[src/sdh_pkg.sv]
// sdh_pkg: register map, field layout, reset values and shared types
// for the simple-dma address / argument-2 block.
// assumes a 32-bit ahb-lite register bus and a 32-bit system memory port.
package sdh_pkg;

  // ----------------------------------------------------------------
  // register byte offsets
  // ----------------------------------------------------------------
  localparam logic [7:0] SDH_OFS_ADDR = 8'h00;
  localparam logic [7:0] SDH_OFS_BLKSZ = 8'h04;
  localparam logic [7:0] SDH_OFS_BCNT = 8'h08;
  localparam logic [7:0] SDH_OFS_CTRL = 8'h0c;
  localparam logic [7:0] SDH_OFS_GAP = 8'h10;
  localparam logic [7:0] SDH_OFS_ISTAT = 8'h14;
  localparam logic [7:0] SDH_OFS_ICLR = 8'h18;
  localparam logic [7:0] SDH_OFS_IEN = 8'h1c;
  localparam logic [7:0] SDH_OFS_STATE = 8'h20;

  // ----------------------------------------------------------------
  // field positions
  // ----------------------------------------------------------------
  localparam int SDH_BS_SIZE_LSB = 0;
  localparam int SDH_BS_HB_LSB = 12;
  localparam int SDH_BC_LSB = 0;
  localparam int SDH_CTL_START = 0;
  localparam int SDH_CTL_ADMA = 1;
  localparam int SDH_CTL_AUTO23 = 2;
  localparam int SDH_CTL_RESUME = 3;
  localparam int SDH_GAP_CONT = 0;
  localparam int SDH_IRQ_CMP = 0;
  localparam int SDH_IRQ_DMA = 1;
  localparam int SDH_ST_BUSY = 0;
  localparam int SDH_ST_PAUSE = 1;

  // ----------------------------------------------------------------
  // reset values and arithmetic constants
  // ----------------------------------------------------------------
  localparam logic [31:0] SDH_ADDR_RST = 32'h0000_0000;
  localparam logic [2:0] SDH_HB_RST = 3'h0;
  localparam logic [11:0] SDH_BSIZE_RST = 12'h000;
  localparam logic [15:0] SDH_BCNT_RST = 16'h0000;
  localparam logic [1:0] SDH_IRQ_RST = 2'h0;
  localparam logic [31:0] SDH_STEP = 32'h0000_0004;
  localparam logic [27:0] SDH_STEP_LEN = 28'h000_0004;
  localparam logic [31:0] SDH_BND_BASE = 32'h0000_1000;
  localparam logic [31:0] SDH_ARG_CAP = 32'h0000_ffff;

  // ----------------------------------------------------------------
  // types
  // ----------------------------------------------------------------
  typedef enum logic [1:0] {
    SDH_IDLE = 2'b00,
    SDH_RUN = 2'b01,
    SDH_PAUSE = 2'b10
  } sdh_dma_e;

  typedef enum logic [1:0] {
    SDH_RD_NONE = 2'b00,
    SDH_RD_WAIT = 2'b01,
    SDH_RD_DONE = 2'b10
  } sdh_rd_e;

  typedef struct packed {
    logic wr;
    logic [7:0] addr;
    logic [31:0] wdata;
  } sdh_regacc_s;

  typedef struct packed {
    logic valid;
    logic [31:0] addr;
    logic [31:0] data;
  } sdh_mem_s;

endpackage : sdh_pkg

[src/sdh_sdma_top.sv]
// sdh_sdma_top: simple-dma address / argument-2 register and the sdma
// mover that walks it, plus auto cmd23 argument and interrupt logic.
// assumes the card data stream and memory port share i_clk.
// assumes software keeps each transfer length a multiple of four bytes.
//
// How it works
// - crossing the buffer boundary sets the dma flag and pauses transfer
// - on completion the register holds the next contiguous address
// - resume or continue bit restarts from the address in the register
// - address reads are trustworthy only while paused at a boundary or once the walk completes
// - advanced dma ignores the simple-dma address contents
// - with auto cmd23 enabled the register is the cmd23 argument
// - adma allows a full 32-bit count, otherwise capped at 65535
//
// Decided for this implementation: the AHB-Lite slave port.
`timescale 1ns/10ps
`default_nettype none
module sdh_sdma_top
  import sdh_pkg::*;
(
  input wire logic i_clk,
  input wire logic i_reset,
  input wire logic i_hsel,
  input wire logic [31:0] i_haddr,
  input wire logic [1:0] i_htrans,
  input wire logic i_hwrite,
  input wire logic [2:0] i_hsize,
  input wire logic [31:0] i_hwdata,
  input wire logic i_hready,
  output logic o_hreadyout,
  output logic o_hresp,
  output logic [31:0] o_hrdata,
  input wire logic i_card_valid,
  input wire logic [31:0] i_card_data,
  output logic o_card_ready,
  output sdh_mem_s o_mem,
  input wire logic i_mem_ready,
  output logic o_cmd23_valid,
  output logic [31:0] o_cmd23_arg,
  output logic o_adma_start,
  output logic o_irq
);

  // ----------------------------------------------------------------
  // register map, byte offsets on the ahb side
  // ----------------------------------------------------------------
  // 0x00 dma_address_argument: rw, frozen while the mover runs
  // 0x04 transfer_block_size: [11:0] block bytes, [14:12] buffer size
  // 0x08 block count: [15:0]
  // 0x0c control: start, adma, auto cmd23 enable, resume
  // 0x10 block_gap_control: continue, write one, reads zero
  // 0x14 interrupt status: complete, dma boundary; read only
  // 0x18 interrupt clear: write one clears, reads zero
  // 0x1c interrupt enable: same layout as the status
  // 0x20 mover state: running, paused; read only
  // unmapped offsets read zero and ignore writes
  // buffer size is 4 kb shifted left by the [14:12] field
  // mode bits change only while idle, so a walk never switches mode

  // ----------------------------------------------------------------
  // state
  // ----------------------------------------------------------------
  // everything the block remembers, registered in one place
  typedef struct packed {
    logic [31:0] addr;
    logic [2:0] hb;
    logic [11:0] bsize;
    logic [15:0] bcnt;
    logic adma;
    logic auto23;
    logic [1:0] stat;
    logic [1:0] ien;
    sdh_dma_e dma;
    logic [27:0] remain;
    sdh_mem_s mem;
    logic cmd23_v;
    logic [31:0] cmd23_arg;
    logic adma_go;
  } sdh_core_s;

  // reset image: idle mover, no beat, masked interrupts
  localparam sdh_core_s SDH_CORE_RST = '{
    addr: SDH_ADDR_RST,
    hb: SDH_HB_RST,
    bsize: SDH_BSIZE_RST,
    bcnt: SDH_BCNT_RST,
    adma: 1'b0,
    auto23: 1'b0,
    stat: SDH_IRQ_RST,
    ien: SDH_IRQ_RST,
    dma: SDH_IDLE,
    remain: 28'h000_0000,
    mem: '{1'b0, 32'h0000_0000, 32'h0000_0000},
    cmd23_v: 1'b0,
    cmd23_arg: 32'h0000_0000,
    adma_go: 1'b0
  };

  // registered state, its next value and the bus taps
  sdh_core_s s_q;
  sdh_core_s s_d;
  sdh_regacc_s acc;
  logic [7:0] raddr;
  logic [31:0] rdata;

  // ----------------------------------------------------------------
  // bus front end
  // ----------------------------------------------------------------
  // one wait state on reads keeps read data straight from a flop
  sdh_ahb_if u_ahb (
    .i_clk(i_clk),
    .i_reset(i_reset),
    .i_hsel(i_hsel),
    .i_haddr(i_haddr),
    .i_htrans(i_htrans),
    .i_hwrite(i_hwrite),
    .i_hsize(i_hsize),
    .i_hwdata(i_hwdata),
    .i_hready(i_hready),
    .i_rdata(rdata),
    .o_hreadyout(o_hreadyout),
    .o_hresp(o_hresp),
    .o_hrdata(o_hrdata),
    .o_raddr(raddr),
    .o_acc(acc)
  );

  // ----------------------------------------------------------------
  // helpers
  // ----------------------------------------------------------------
  // true when the address sits on a host buffer boundary (4 kb << hb)
  function automatic logic sdh_on_bnd(input logic [31:0] a, input logic [2:0] hb);
    logic [31:0] mask;
    // the widest buffer still leaves the mask well inside 32 bits
    mask = (SDH_BND_BASE << hb) - 32'h0000_0001;
    return ((a & mask) == 32'h0000_0000);
  endfunction : sdh_on_bnd

  // without adma the card count cannot exceed sixteen bits
  function automatic logic [31:0] sdh_arg23(input logic [31:0] v, input logic adma);
    logic [31:0] r;
    // the cap only bites on starts without adma
    r = v;
    if (!adma && (v > SDH_ARG_CAP)) begin
      r = SDH_ARG_CAP;
    end
    return r;
  endfunction : sdh_arg23

  // ----------------------------------------------------------------
  // next state
  // ----------------------------------------------------------------
  // mover walk, one word at a time:
  //   run: take a card word, then hold it as a memory beat
  //   beat: on memory ready step the address by four bytes
  //   last: four bytes or fewer left ends the walk and flags complete
  //   edge: a new address on a buffer edge pauses and flags dma
  //   pause: continue or resume restarts only once the flag is clear
  // completion beats the edge test, so a walk ending on a buffer
  // edge never leaves a stale pause behind
  // limitation: only card to memory is built and beats are whole words;
  // a length that is not a multiple of four still moves a full last word
  // reads of the address while running show the live walk, which
  // software should trust only at a boundary pause or once the walk completes
  // at least two cycles pass per word; the card is held off meanwhile
  always_comb begin
    logic start;
    logic resume;
    logic new_adma;
    logic new_auto;
    logic set_cmp;
    logic set_dma;
    logic [31:0] next_addr;
    logic [27:0] total;

    // candidate values; each is used only where a branch needs it
    start = 1'b0;
    resume = 1'b0;
    new_adma = s_q.adma;
    new_auto = s_q.auto23;
    set_cmp = 1'b0;
    set_dma = 1'b0;
    next_addr = s_q.addr + SDH_STEP;
    total = 28'(s_q.bsize * s_q.bcnt);
    s_d = s_q;
    // pulses last one cycle unless a start sets them again
    s_d.cmd23_v = 1'b0;
    s_d.adma_go = 1'b0;

    // register writes; the address is frozen while the mover owns it
    if (acc.wr) begin
      if (acc.addr == SDH_OFS_ADDR) begin
        if (s_q.dma != SDH_RUN) begin
          s_d.addr = acc.wdata;
        end
      end else if (acc.addr == SDH_OFS_BLKSZ) begin
        // size takes effect at the next start; the buffer field is used at once, even mid-walk
        s_d.bsize = acc.wdata[SDH_BS_SIZE_LSB +: 12];
        s_d.hb = acc.wdata[SDH_BS_HB_LSB +: 3];
      end else if (acc.addr == SDH_OFS_BCNT) begin
        s_d.bcnt = acc.wdata[SDH_BC_LSB +: 16];
      end else if (acc.addr == SDH_OFS_CTRL) begin
        // start and resume are write-one pulses and are never stored
        new_adma = acc.wdata[SDH_CTL_ADMA];
        new_auto = acc.wdata[SDH_CTL_AUTO23];
        start = acc.wdata[SDH_CTL_START];
        resume = acc.wdata[SDH_CTL_RESUME];
        if (s_q.dma == SDH_IDLE) begin
          s_d.adma = new_adma;
          s_d.auto23 = new_auto;
        end
      end else if (acc.addr == SDH_OFS_GAP) begin
        // continue reads back as zero; it only nudges a paused walk
        resume = acc.wdata[SDH_GAP_CONT];
      end else if (acc.addr == SDH_OFS_ICLR) begin
        // a flag raised in this same cycle still wins further down
        s_d.stat = s_q.stat & ~acc.wdata[1:0];
      end else if (acc.addr == SDH_OFS_IEN) begin
        s_d.ien = acc.wdata[1:0];
      end
    end

    // start: auto cmd23 argument and adma pulse in the same cycle, or simple dma when both are off
    if (start && (s_q.dma == SDH_IDLE)) begin
      if (new_auto) begin
        s_d.cmd23_v = 1'b1;
        s_d.cmd23_arg = sdh_arg23(s_q.addr, new_adma);
      end
      if (new_adma) begin
        s_d.adma_go = 1'b1;
      end else if (new_auto) begin
        // register holds the count, so there is no address to walk
        s_d.adma_go = 1'b0;
      end else if (total == 28'h000_0000) begin
        // a zero length finishes at once with nothing moved
        set_cmp = 1'b1;
      end else begin
        s_d.dma = SDH_RUN;
        s_d.remain = total;
      end
    end

    // mover state machine
    case (s_q.dma)
      SDH_RUN: begin
        // a pending beat waits for memory, else fetch the next word
        if (s_q.mem.valid) begin
          if (i_mem_ready) begin
            s_d.mem.valid = 1'b0;
            s_d.addr = next_addr;
            // the last beat ends the walk even on a buffer edge
            if (s_q.remain <= SDH_STEP_LEN) begin
              s_d.remain = 28'h000_0000;
              s_d.dma = SDH_IDLE;
              set_cmp = 1'b1;
            end else begin
              s_d.remain = s_q.remain - SDH_STEP_LEN;
              if (sdh_on_bnd(next_addr, s_q.hb)) begin
                s_d.dma = SDH_PAUSE;
                set_dma = 1'b1;
              end
            end
          end
        end else if (i_card_valid) begin
          // word and address travel together as one beat
          s_d.mem.valid = 1'b1;
          s_d.mem.addr = s_q.addr;
          s_d.mem.data = i_card_data;
        end
      end
      SDH_PAUSE: begin
        // a stale dma flag keeps the pause; the driver must clear it first
        if (resume && !s_q.stat[SDH_IRQ_DMA]) begin
          s_d.dma = SDH_RUN;
        end
      end
      default: begin
        // idle: the start decode above has already picked the next state
      end
    endcase

    // sticky status: a new event beats a clear in the same cycle
    if (set_cmp) begin
      s_d.stat[SDH_IRQ_CMP] = 1'b1;
    end
    if (set_dma) begin
      s_d.stat[SDH_IRQ_DMA] = 1'b1;
    end
  end

  // one register stage for all state; reset loads constants only
  always_ff @(posedge i_clk or posedge i_reset) begin
    if (i_reset) begin
      s_q <= SDH_CORE_RST;
    end else begin
      s_q <= s_d;
    end
  end

  // ----------------------------------------------------------------
  // register read mux
  // ----------------------------------------------------------------
  // the address reads back raw mid-transfer; a boundary pause or completion makes it exact
  always_comb begin
    rdata = 32'h0000_0000;
    if (raddr == SDH_OFS_ADDR) begin
      rdata = s_q.addr;
    end else if (raddr == SDH_OFS_BLKSZ) begin
      rdata[SDH_BS_SIZE_LSB +: 12] = s_q.bsize;
      rdata[SDH_BS_HB_LSB +: 3] = s_q.hb;
    end else if (raddr == SDH_OFS_BCNT) begin
      rdata[SDH_BC_LSB +: 16] = s_q.bcnt;
    end else if (raddr == SDH_OFS_CTRL) begin
      // start and resume are pulses and read back as zero
      rdata[SDH_CTL_ADMA] = s_q.adma;
      rdata[SDH_CTL_AUTO23] = s_q.auto23;
    end else if (raddr == SDH_OFS_ISTAT) begin
      rdata[1:0] = s_q.stat;
    end else if (raddr == SDH_OFS_IEN) begin
      rdata[1:0] = s_q.ien;
    end else if (raddr == SDH_OFS_STATE) begin
      // running and paused are one-hot; idle reads zero
      rdata[SDH_ST_BUSY] = (s_q.dma == SDH_RUN);
      rdata[SDH_ST_PAUSE] = (s_q.dma == SDH_PAUSE);
    end
  end

  // ----------------------------------------------------------------
  // outputs
  // ----------------------------------------------------------------
  // card is stalled while a memory beat is pending or the mover is paused
  assign o_card_ready = (s_q.dma == SDH_RUN) && !s_q.mem.valid;
  assign o_mem = s_q.mem;
  // pulses and the argument come straight from flip-flops
  assign o_cmd23_valid = s_q.cmd23_v;
  assign o_cmd23_arg = s_q.cmd23_arg;
  assign o_adma_start = s_q.adma_go;
  // level interrupt while any enabled sticky flag is set
  assign o_irq = |(s_q.stat & s_q.ien);

endmodule : sdh_sdma_top
`default_nettype wire

[src/sdh_ahb_if.sv]
// sdh_ahb_if: ahb-lite slave front end for the sdma register file.
// assumes single word transfers; reads take one wait state so that
// hrdata comes straight from a flip-flop.
`timescale 1ns/10ps
`default_nettype none
module sdh_ahb_if
  import sdh_pkg::*;
(
  input wire logic i_clk,
  input wire logic i_reset,
  input wire logic i_hsel,
  input wire logic [31:0] i_haddr,
  input wire logic [1:0] i_htrans,
  input wire logic i_hwrite,
  input wire logic [2:0] i_hsize,
  input wire logic [31:0] i_hwdata,
  input wire logic i_hready,
  input wire logic [31:0] i_rdata,
  output logic o_hreadyout,
  output logic o_hresp,
  output logic [31:0] o_hrdata,
  output logic [7:0] o_raddr,
  output sdh_regacc_s o_acc
);

  typedef struct packed {
    logic wph;
    sdh_rd_e rph;
    logic [7:0] addr;
    logic [31:0] rdata;
  } sdh_ahb_s;

  sdh_ahb_s s_q;
  sdh_ahb_s s_d;

  // address phase capture; hsize is only checked against 7, only words are expected
  always_comb begin
    s_d = s_q;
    s_d.wph = 1'b0;
    case (s_q.rph)
      SDH_RD_WAIT: begin
        s_d.rph = SDH_RD_DONE;
        s_d.rdata = i_rdata;
      end
      SDH_RD_DONE: s_d.rph = SDH_RD_NONE;
      default: s_d.rph = SDH_RD_NONE;
    endcase
    if (o_hreadyout && i_hready && i_hsel && i_htrans[1] && (i_hsize != 3'h7)) begin
      s_d.addr = i_haddr[7:0];
      s_d.wph = i_hwrite;
      if (!i_hwrite) begin
        s_d.rph = SDH_RD_WAIT;
      end
    end
  end

  always_ff @(posedge i_clk or posedge i_reset) begin
    if (i_reset) begin
      s_q <= '{1'b0, SDH_RD_NONE, 8'h00, 32'h0000_0000};
    end else begin
      s_q <= s_d;
    end
  end

  // writes land during the zero-wait data phase, hwdata is valid then
  assign o_acc.wr = s_q.wph;
  assign o_acc.addr = s_q.addr;
  assign o_acc.wdata = i_hwdata;
  assign o_raddr = s_q.addr;
  assign o_hreadyout = (s_q.rph != SDH_RD_WAIT);
  assign o_hresp = 1'b0;
  assign o_hrdata = s_q.rdata;

endmodule : sdh_ahb_if
`default_nettype wire

[config.mk]
export PLATFORM = sky130hd
export DESIGN_NAME = sdh_sdma_top
export DESIGN_NICKNAME = d
export VERILOG_FILES = /design/src/sdh_pkg.sv /design/src/sdh_sdma_top.sv /design/src/sdh_ahb_if.sv
export SDC_FILE = /design/constraint.sdc
export NUM_CORES = 1
export LEC_CHECK = 0
export ABC_AREA = 1
export BUFFER_PORTS_ARGS = -buffer_cell sky130_fd_sc_hd__buf_2
export CORE_UTILIZATION = 50
export CTS_CLUSTER_SIZE = 16
export DETAILED_ROUTE_END_ITERATION = 10
export GPL_TIMING_DRIVEN = 0
export PLACE_DENSITY = 0.7
export SLEW_MARGIN = 20
export SYNTH_ARGS = -nofsm -noshare
export SYNTH_HDL_FRONTEND = slang
export SYNTH_SLANG_ARGS = --single-unit
[constraint.sdc]
create_clock -name i_clk -period 14.1 [get_ports i_clk]
set_input_delay 2.115 -clock i_clk [delete_from_list [all_inputs] [get_ports i_clk]]
set_output_delay 2.115 -clock i_clk [all_outputs]
set_load 0.1 [all_outputs]
# Yosys cells after proc, flatten, opt, wreduce, memory -nomap -nowiden
# Cells that the tools add are included.
dict set report classes {
  n_bitwise 11
  n_shift 1
  n_reduce_logical 28
  n_mul 1
  add_sub_neg 3
  eq_ne 24
  order_cmp 2
  mux 87
}
# op count
set op_table {}
lappend op_table {{two-way mux 32 bit} 6}
lappend op_table {{two-way mux 30 bit} 6}
lappend op_table {{two-way mux 93 bit} 1}
lappend op_table {{two-way mux 69 bit} 1}
lappend op_table {{two-way mux 65 bit} 1}
lappend op_table {{two-way mux 64 bit} 1}
lappend op_table {{two-way mux 16 bit} 3}
lappend op_table {{two-way mux 1 bit} 42}
lappend op_table {{two-way mux 37 bit} 1}
lappend op_table {{two-way mux 34 bit} 1}
lappend op_table {{two-way mux 33 bit} 1}
lappend op_table {{adder 32 x 3 -> 32 bit, second input constant} 1}
lappend op_table {{bitwise AND 32 bit} 1}
lappend op_table {{equality test 8 x 5 -> 1 bit, second input constant} 4}
lappend op_table {{greater-than comparator 32 x 16 -> 1 bit, second input constant} 1}
lappend op_table {{zero test 32 bit} 1}
lappend op_table {{left shift 13 x 3 -> 32 bit, first input constant} 1}
lappend op_table {{subtractor 32 x 1 -> 32 bit, second input constant} 1}
lappend op_table {{two-way mux 31 bit} 1}
lappend op_table {{two-way mux 15 bit} 2}
lappend op_table {{<= comparator 28 x 3 -> 1 bit, second input constant} 1}
lappend op_table {{zero test 28 bit} 1}
lappend op_table {{multiplier 12 x 16 -> 28 bit} 1}
lappend op_table {{subtractor 28 x 3 -> 28 bit, second input constant} 1}
lappend op_table {{30 further kinds} 76}
dict set report word_totals {
  out_inout_bits 135
  register_bits 241
  elab_cells 178
}

# Depth between registers and ports, before layout
dict set report depth {
  word_depth 15
  ltp_mapped 34
}

# Modules after synthesis
# Synthesis repeated with hierarchy kept, for this count alone.
dict set report hier_totals {
  cells_unflattened 2768
  area_unflattened_um2 20561.0
}
# module cells_each n_inst area_each_um2 seq_area_each_um2
set modules_own_cells {}
lappend modules_own_cells {sdh_sdma_top 2503 1 18251.3 4954.8}
lappend modules_own_cells {sdh_ahb_if 265 1 2309.7 1076.0}

# Least setup slack after synthesis
# OpenSTA, ideal clock, no wires.
dict set report synth_path {
  path_kind {register -> register}
  startpoint {reg s_q[162] in the netlist's numbering}
  endpoint {reg s_q[104] in the netlist's numbering}
  stages_incl_launch_ff 29
  arrival_time_ns 5.459
  setup_ns 0.113
  setup_slack_ns 8.528
  n_path_buf 3
  required_ns 13.987
  path_cell_list {dfrtp_1 clkbuf_1 clkbuf_1 nand2_1 fa_1 inv_1 fa_1 inv_1 fa_1 fa_1 inv_1 fa_1 ha_1 nand2_1 nor2_1 inv_1 nor2_1 nand3_1 nand3_1 nand2_1 nand2_1 nand2_1 nor2_2 nand4_4 buf_2 nand3_1 nand3_1 nand2_1 inv_1}
}
# item line
set synth_rtl {}
lappend synth_rtl {{start, declared} sdh_sdma_top.sv:100} ;# sdh_core_s s_q;
lappend synth_rtl {{start signal, assigned} sdh_sdma_top.sv:294} ;# s_q <= SDH_CORE_RST;
lappend synth_rtl {{start signal, assigned} sdh_sdma_top.sv:296} ;# s_q <= s_d;

==> impl_results.md <==
* Clk network pwr share at 0.123
* Maxcap violations at 0
* Levels on crit path at 28
* Largest net degree at the start of global routing at 101
* Slowest-stage cell, CP: fa_1
* Synth Area in Adders at 0.188
* Sequential fraction of the synthesis area at 0.304
* EDFF count, synth at 0
* Status: finished clean
* Fin worst setup slack at 7.16 ns
* Critical path launch point type: register
* Synth unique cells at 53
* Worst EP arrival at approximately 7.4 ns
* PwrDens at 255 nW/um^2
* Max-slew violation count at 0
* Leakage at ~12 nW
* WL/cell at ~18 microns
* Sw Ratio at 0.569
* Cell family with most CP delay: adder cells
* Cts-stage hold buffer count at 0
* H-tree level count at 1
* Post-Synth Simple-Gate Area at 0.225
* DRC viols at 0
* Largest family of logic cells by synthesized area: simple AND/OR/NAND/NOR gates
* Post CTS Setup Buffer Count at 0
* P_sw at 3.27 mW
* Nets at between 3000 and 4000
* Buf/Inv on CP at 7
* Async S/R FF share, synth at 1.00
* Ports at 243
* Die Y at between 200 and 250 microns
* Clock transition at path regs at roughly 0.060 ns
* Seq cells post-synth at between 200 and 250
* Fin crit share at 0.492
* Final GP Congestion at 0.997
* Post-Syn Area at ~20000 sq um
* Gate power share at 0.712
* Overall Power at roughly 5.8 mW
* DIE WIDTH at a little over 200 microns
* Routed Wire Length at 59.9 mm
* Area post-placement at between 20000 and 25000 sq um
* Ys Warns at 0
* Post-route ant nets at 0
* TNS Setup at 0 ns
* Most used flip-flop cell after synthesis: dfrtp_1
* GRT overflow at 0
* Maximum VDD drop at approximately 0.00019 V
* Crit path required time at around 15 ns
* Via density at between 5 and 6
* Initial core utilization at 0.510
* Clock Skew at 0.0291 ns
* Most Frequent Cell on Critical Path: nand2_1
* Sequential power share at 0.165
* Post-synthesis mux area share at 0.0244
* Final instance area at about 23000 sq um
* Vias in the first global route at ~18000
* Synth Area in XOR/XNOR at 0.0172
* Initial antenna violation count at 2
* Dpl ws at 7.23 ns
* Synth Net Count at 2914
* Hold Crit Class: reg2reg
* Ranking of synthesized cells by area: dfrtp_1 (30%), fa_1 (14%), nand2_1 (13%)
* Avg Inst Size Synth at between 7 and 8 sq um
* Core area at 38900 sq um
* First-iteration detailed-routing DRC count at roughly 1400
* GRT Resource Usage Total at 0.300
* Reg2reg path depth at 28
* Layout cell share with drive strength beyond 1 at 0.167
* Via count at about 18000
* Num CTS Buffers at 27
* Root buffer cell: clkbuf_16
* Cells after Synth at about 2600
* Slew @ Worst Pin at between 0.9 and 1 ns
* Clock latency on the worst-skew pair at approximately 0.57 ns
* Fin. Hold Viols at 0
* Shortest period the worst path allows at approximately 6.9 ns
* HPWL after detailed placement at approximately 48 mm
* Fmax at approximately 140 MHz
* Slew HR at 0.335
* CTS max path bufs at 3
* Synth Area in Compound Gates at 0.0831
* Final setup viols at 0
* CTS tree: built
* CTS Sinks at 241
* Hold depth at 2
* Full die area at approximately 40000 sq um
* Yosys top cell by area: dfrtp_1
* Critical path's largest stage delay at around 0.64 ns
* Cells after DPL at roughly 3300
* CP endpoint kind: register
* Pint at between 2 and 2.5 mW
* Post-CTS sizing at 0
* Row cnt at 72
* Non-filler cells, final at ~3400
* Area delta synth->final at 13.6%
* Crit path kind: reg2reg
* RSZ-0062 raised after global routing: no
* First-pass GRT wire length at 95.8 mm
* DR pass1 iterations at 6
* # port buffers at ~220
* CP max FO at 10
* Yosys top cell area share at 0.304
-- power groups by stage --
| stage | sequential [mW] | clock, mW | combinational, mW |
|---|---|---|---|
| after global placement | 0.947 | 0 | 4.00 |
| after global routing | 0.963 | 0.740 | 4.57 |
| after floorplan | 0.919 | 0 | 3.13 |
| after detailed placement | 0.954 | 0 | 4.07 |
| after CTS | 0.943 | 0.717 | 4.09 |
| final | 0.946 | 0.708 | 4.10 |
-- metal layers --
| layer | wire length, microns | track usage | part of all wire |
|---|---|---|---|
| met3 | 4140 | 0.0573 | 0.069 |
| met1 | 24500 | 0.381 | 0.41 |
| met5 | 0 | 0 | 0 |
| met2 | 28600 | 0.502 | 0.48 |
| met4 | 2690 | 0.129 | 0.045 |
-- path summary, 6_finish.rpt --
path / slack [ns] / from / to
min in group asynchronous: 1.63 / i_reset / u_ahb.o_hrdata[9]
max reg2reg: 7.16 / s_q[162] / s_q[112]
max: 7.16 / s_q[162] / s_q[112]
min: 0.48 / o_cmd23_arg[23] / o_cmd23_arg[23]
max in group asynchronous: 11.54 / i_reset / s_q[113]
min reg2reg: 0.48 / o_cmd23_arg[23] / o_cmd23_arg[23]
-- final cells by class --
class                      instances  area [sq um]
antenna                            2          5.00
buffer                           233          1390
clock buffer                      39           791
clock inverter                    11           109
fill                            3640         16400
inverter                         464          1750
multi-input combinational       1653         10700
sequential                       241          6030
tap                              518           648
timing repair buffer             218          1140
-- worst min-delay path: stages (launching register included) --
cell and delay (ns):
dfrtp_1 0.34, nand2_1 0.05, o31ai_1 0.05
-- cell usage in the layout, fill, tap and decap left out, types with 3 or more instances in the layout --
| cell type | Yosys | routed |
|---|---|---|
| a211oi_1 | 5 | 5 |
| a21oi_1 | 55 | 55 |
| a221oi_1 | 10 | 10 |
| a31oi_1 | 6 | 6 |
| buf_1 | 3 | 3 |
| buf_2 | 6 | 222 |
| buf_4 | 130 | 130 |
| clkbuf_1 | 91 | 96 |
| clkbuf_16 | 0 | 27 |
| clkbuf_8 | 0 | 7 |
| clkinv_1 | 3 | 3 |
| clkinv_2 | 0 | 4 |
| clkinvlp_4 | 0 | 4 |
| dfrtp_1 | 241 | 241 |
| fa_1 | 140 | 140 |
| ha_1 | 75 | 75 |
| inv_1 | 455 | 454 |
| inv_2 | 6 | 6 |
| mux2_2 | 43 | 43 |
| nand2_1 | 695 | 695 |
| nand3_1 | 123 | 123 |
| nand3b_1 | 8 | 8 |
| nand4_1 | 30 | 30 |
| nor2_1 | 148 | 148 |
| nor2_2 | 7 | 7 |
| nor3_1 | 31 | 31 |
| nor3_2 | 3 | 3 |
| nor4_1 | 6 | 6 |
| o211ai_1 | 7 | 7 |
| o21a_1 | 14 | 14 |
| o21ai_0 | 145 | 145 |
| o21ai_1 | 4 | 4 |
| o31ai_1 | 33 | 33 |
| or2_2 | 3 | 3 |
| xnor2_1 | 7 | 7 |
| xor2_1 | 32 | 32 |
-- stage by stage --
step                      utilization  hold slack [ns]
after floorplan                     -            0.450
after global placement          0.554            0.465
after detailed placement        0.556            0.470
after CTS                       0.579            0.485
after global routing            0.579            0.494
final                           0.579            0.480
-- logic make-up (layout without fill, tap and decap cells) --
logic type,count (synthesis),in the layout
flops,241,241
compound gates,286,286
xor+xnor,39,39
fa+ha+maj,215,215
buf+inv,697,965
mux,43,43
simple gates,1069,1069
other cells,1,3
-- flip-flops by register name (all words and copies together) (netlist names) --
name / flops
u_ahb.s_q: 2
u_ahb.o_hrdata: 32
o_cmd23_valid: 1
o_adma_start: 1
s_q: 99
o_mem: 65
o_cmd23_arg: 32
u_ahb.o_acc: 1
u_ahb.o_raddr: 8
-- synthesized netlist by cell type (10+ instances only) --
cell	count
ha_1	75
dfrtp_1	241
o21ai_0	145
mux2_2	43
o31ai_1	33
buf_4	130
nand3_1	123
fa_1	140
clkbuf_1	91
inv_1	455
a221oi_1	10
nor2_1	148
nand2_1	695
nor3_1	31
xor2_1	32
o21a_1	14
nand4_1	30
a21oi_1	55
No activity file was read; power rests on OpenSTA's default activity.
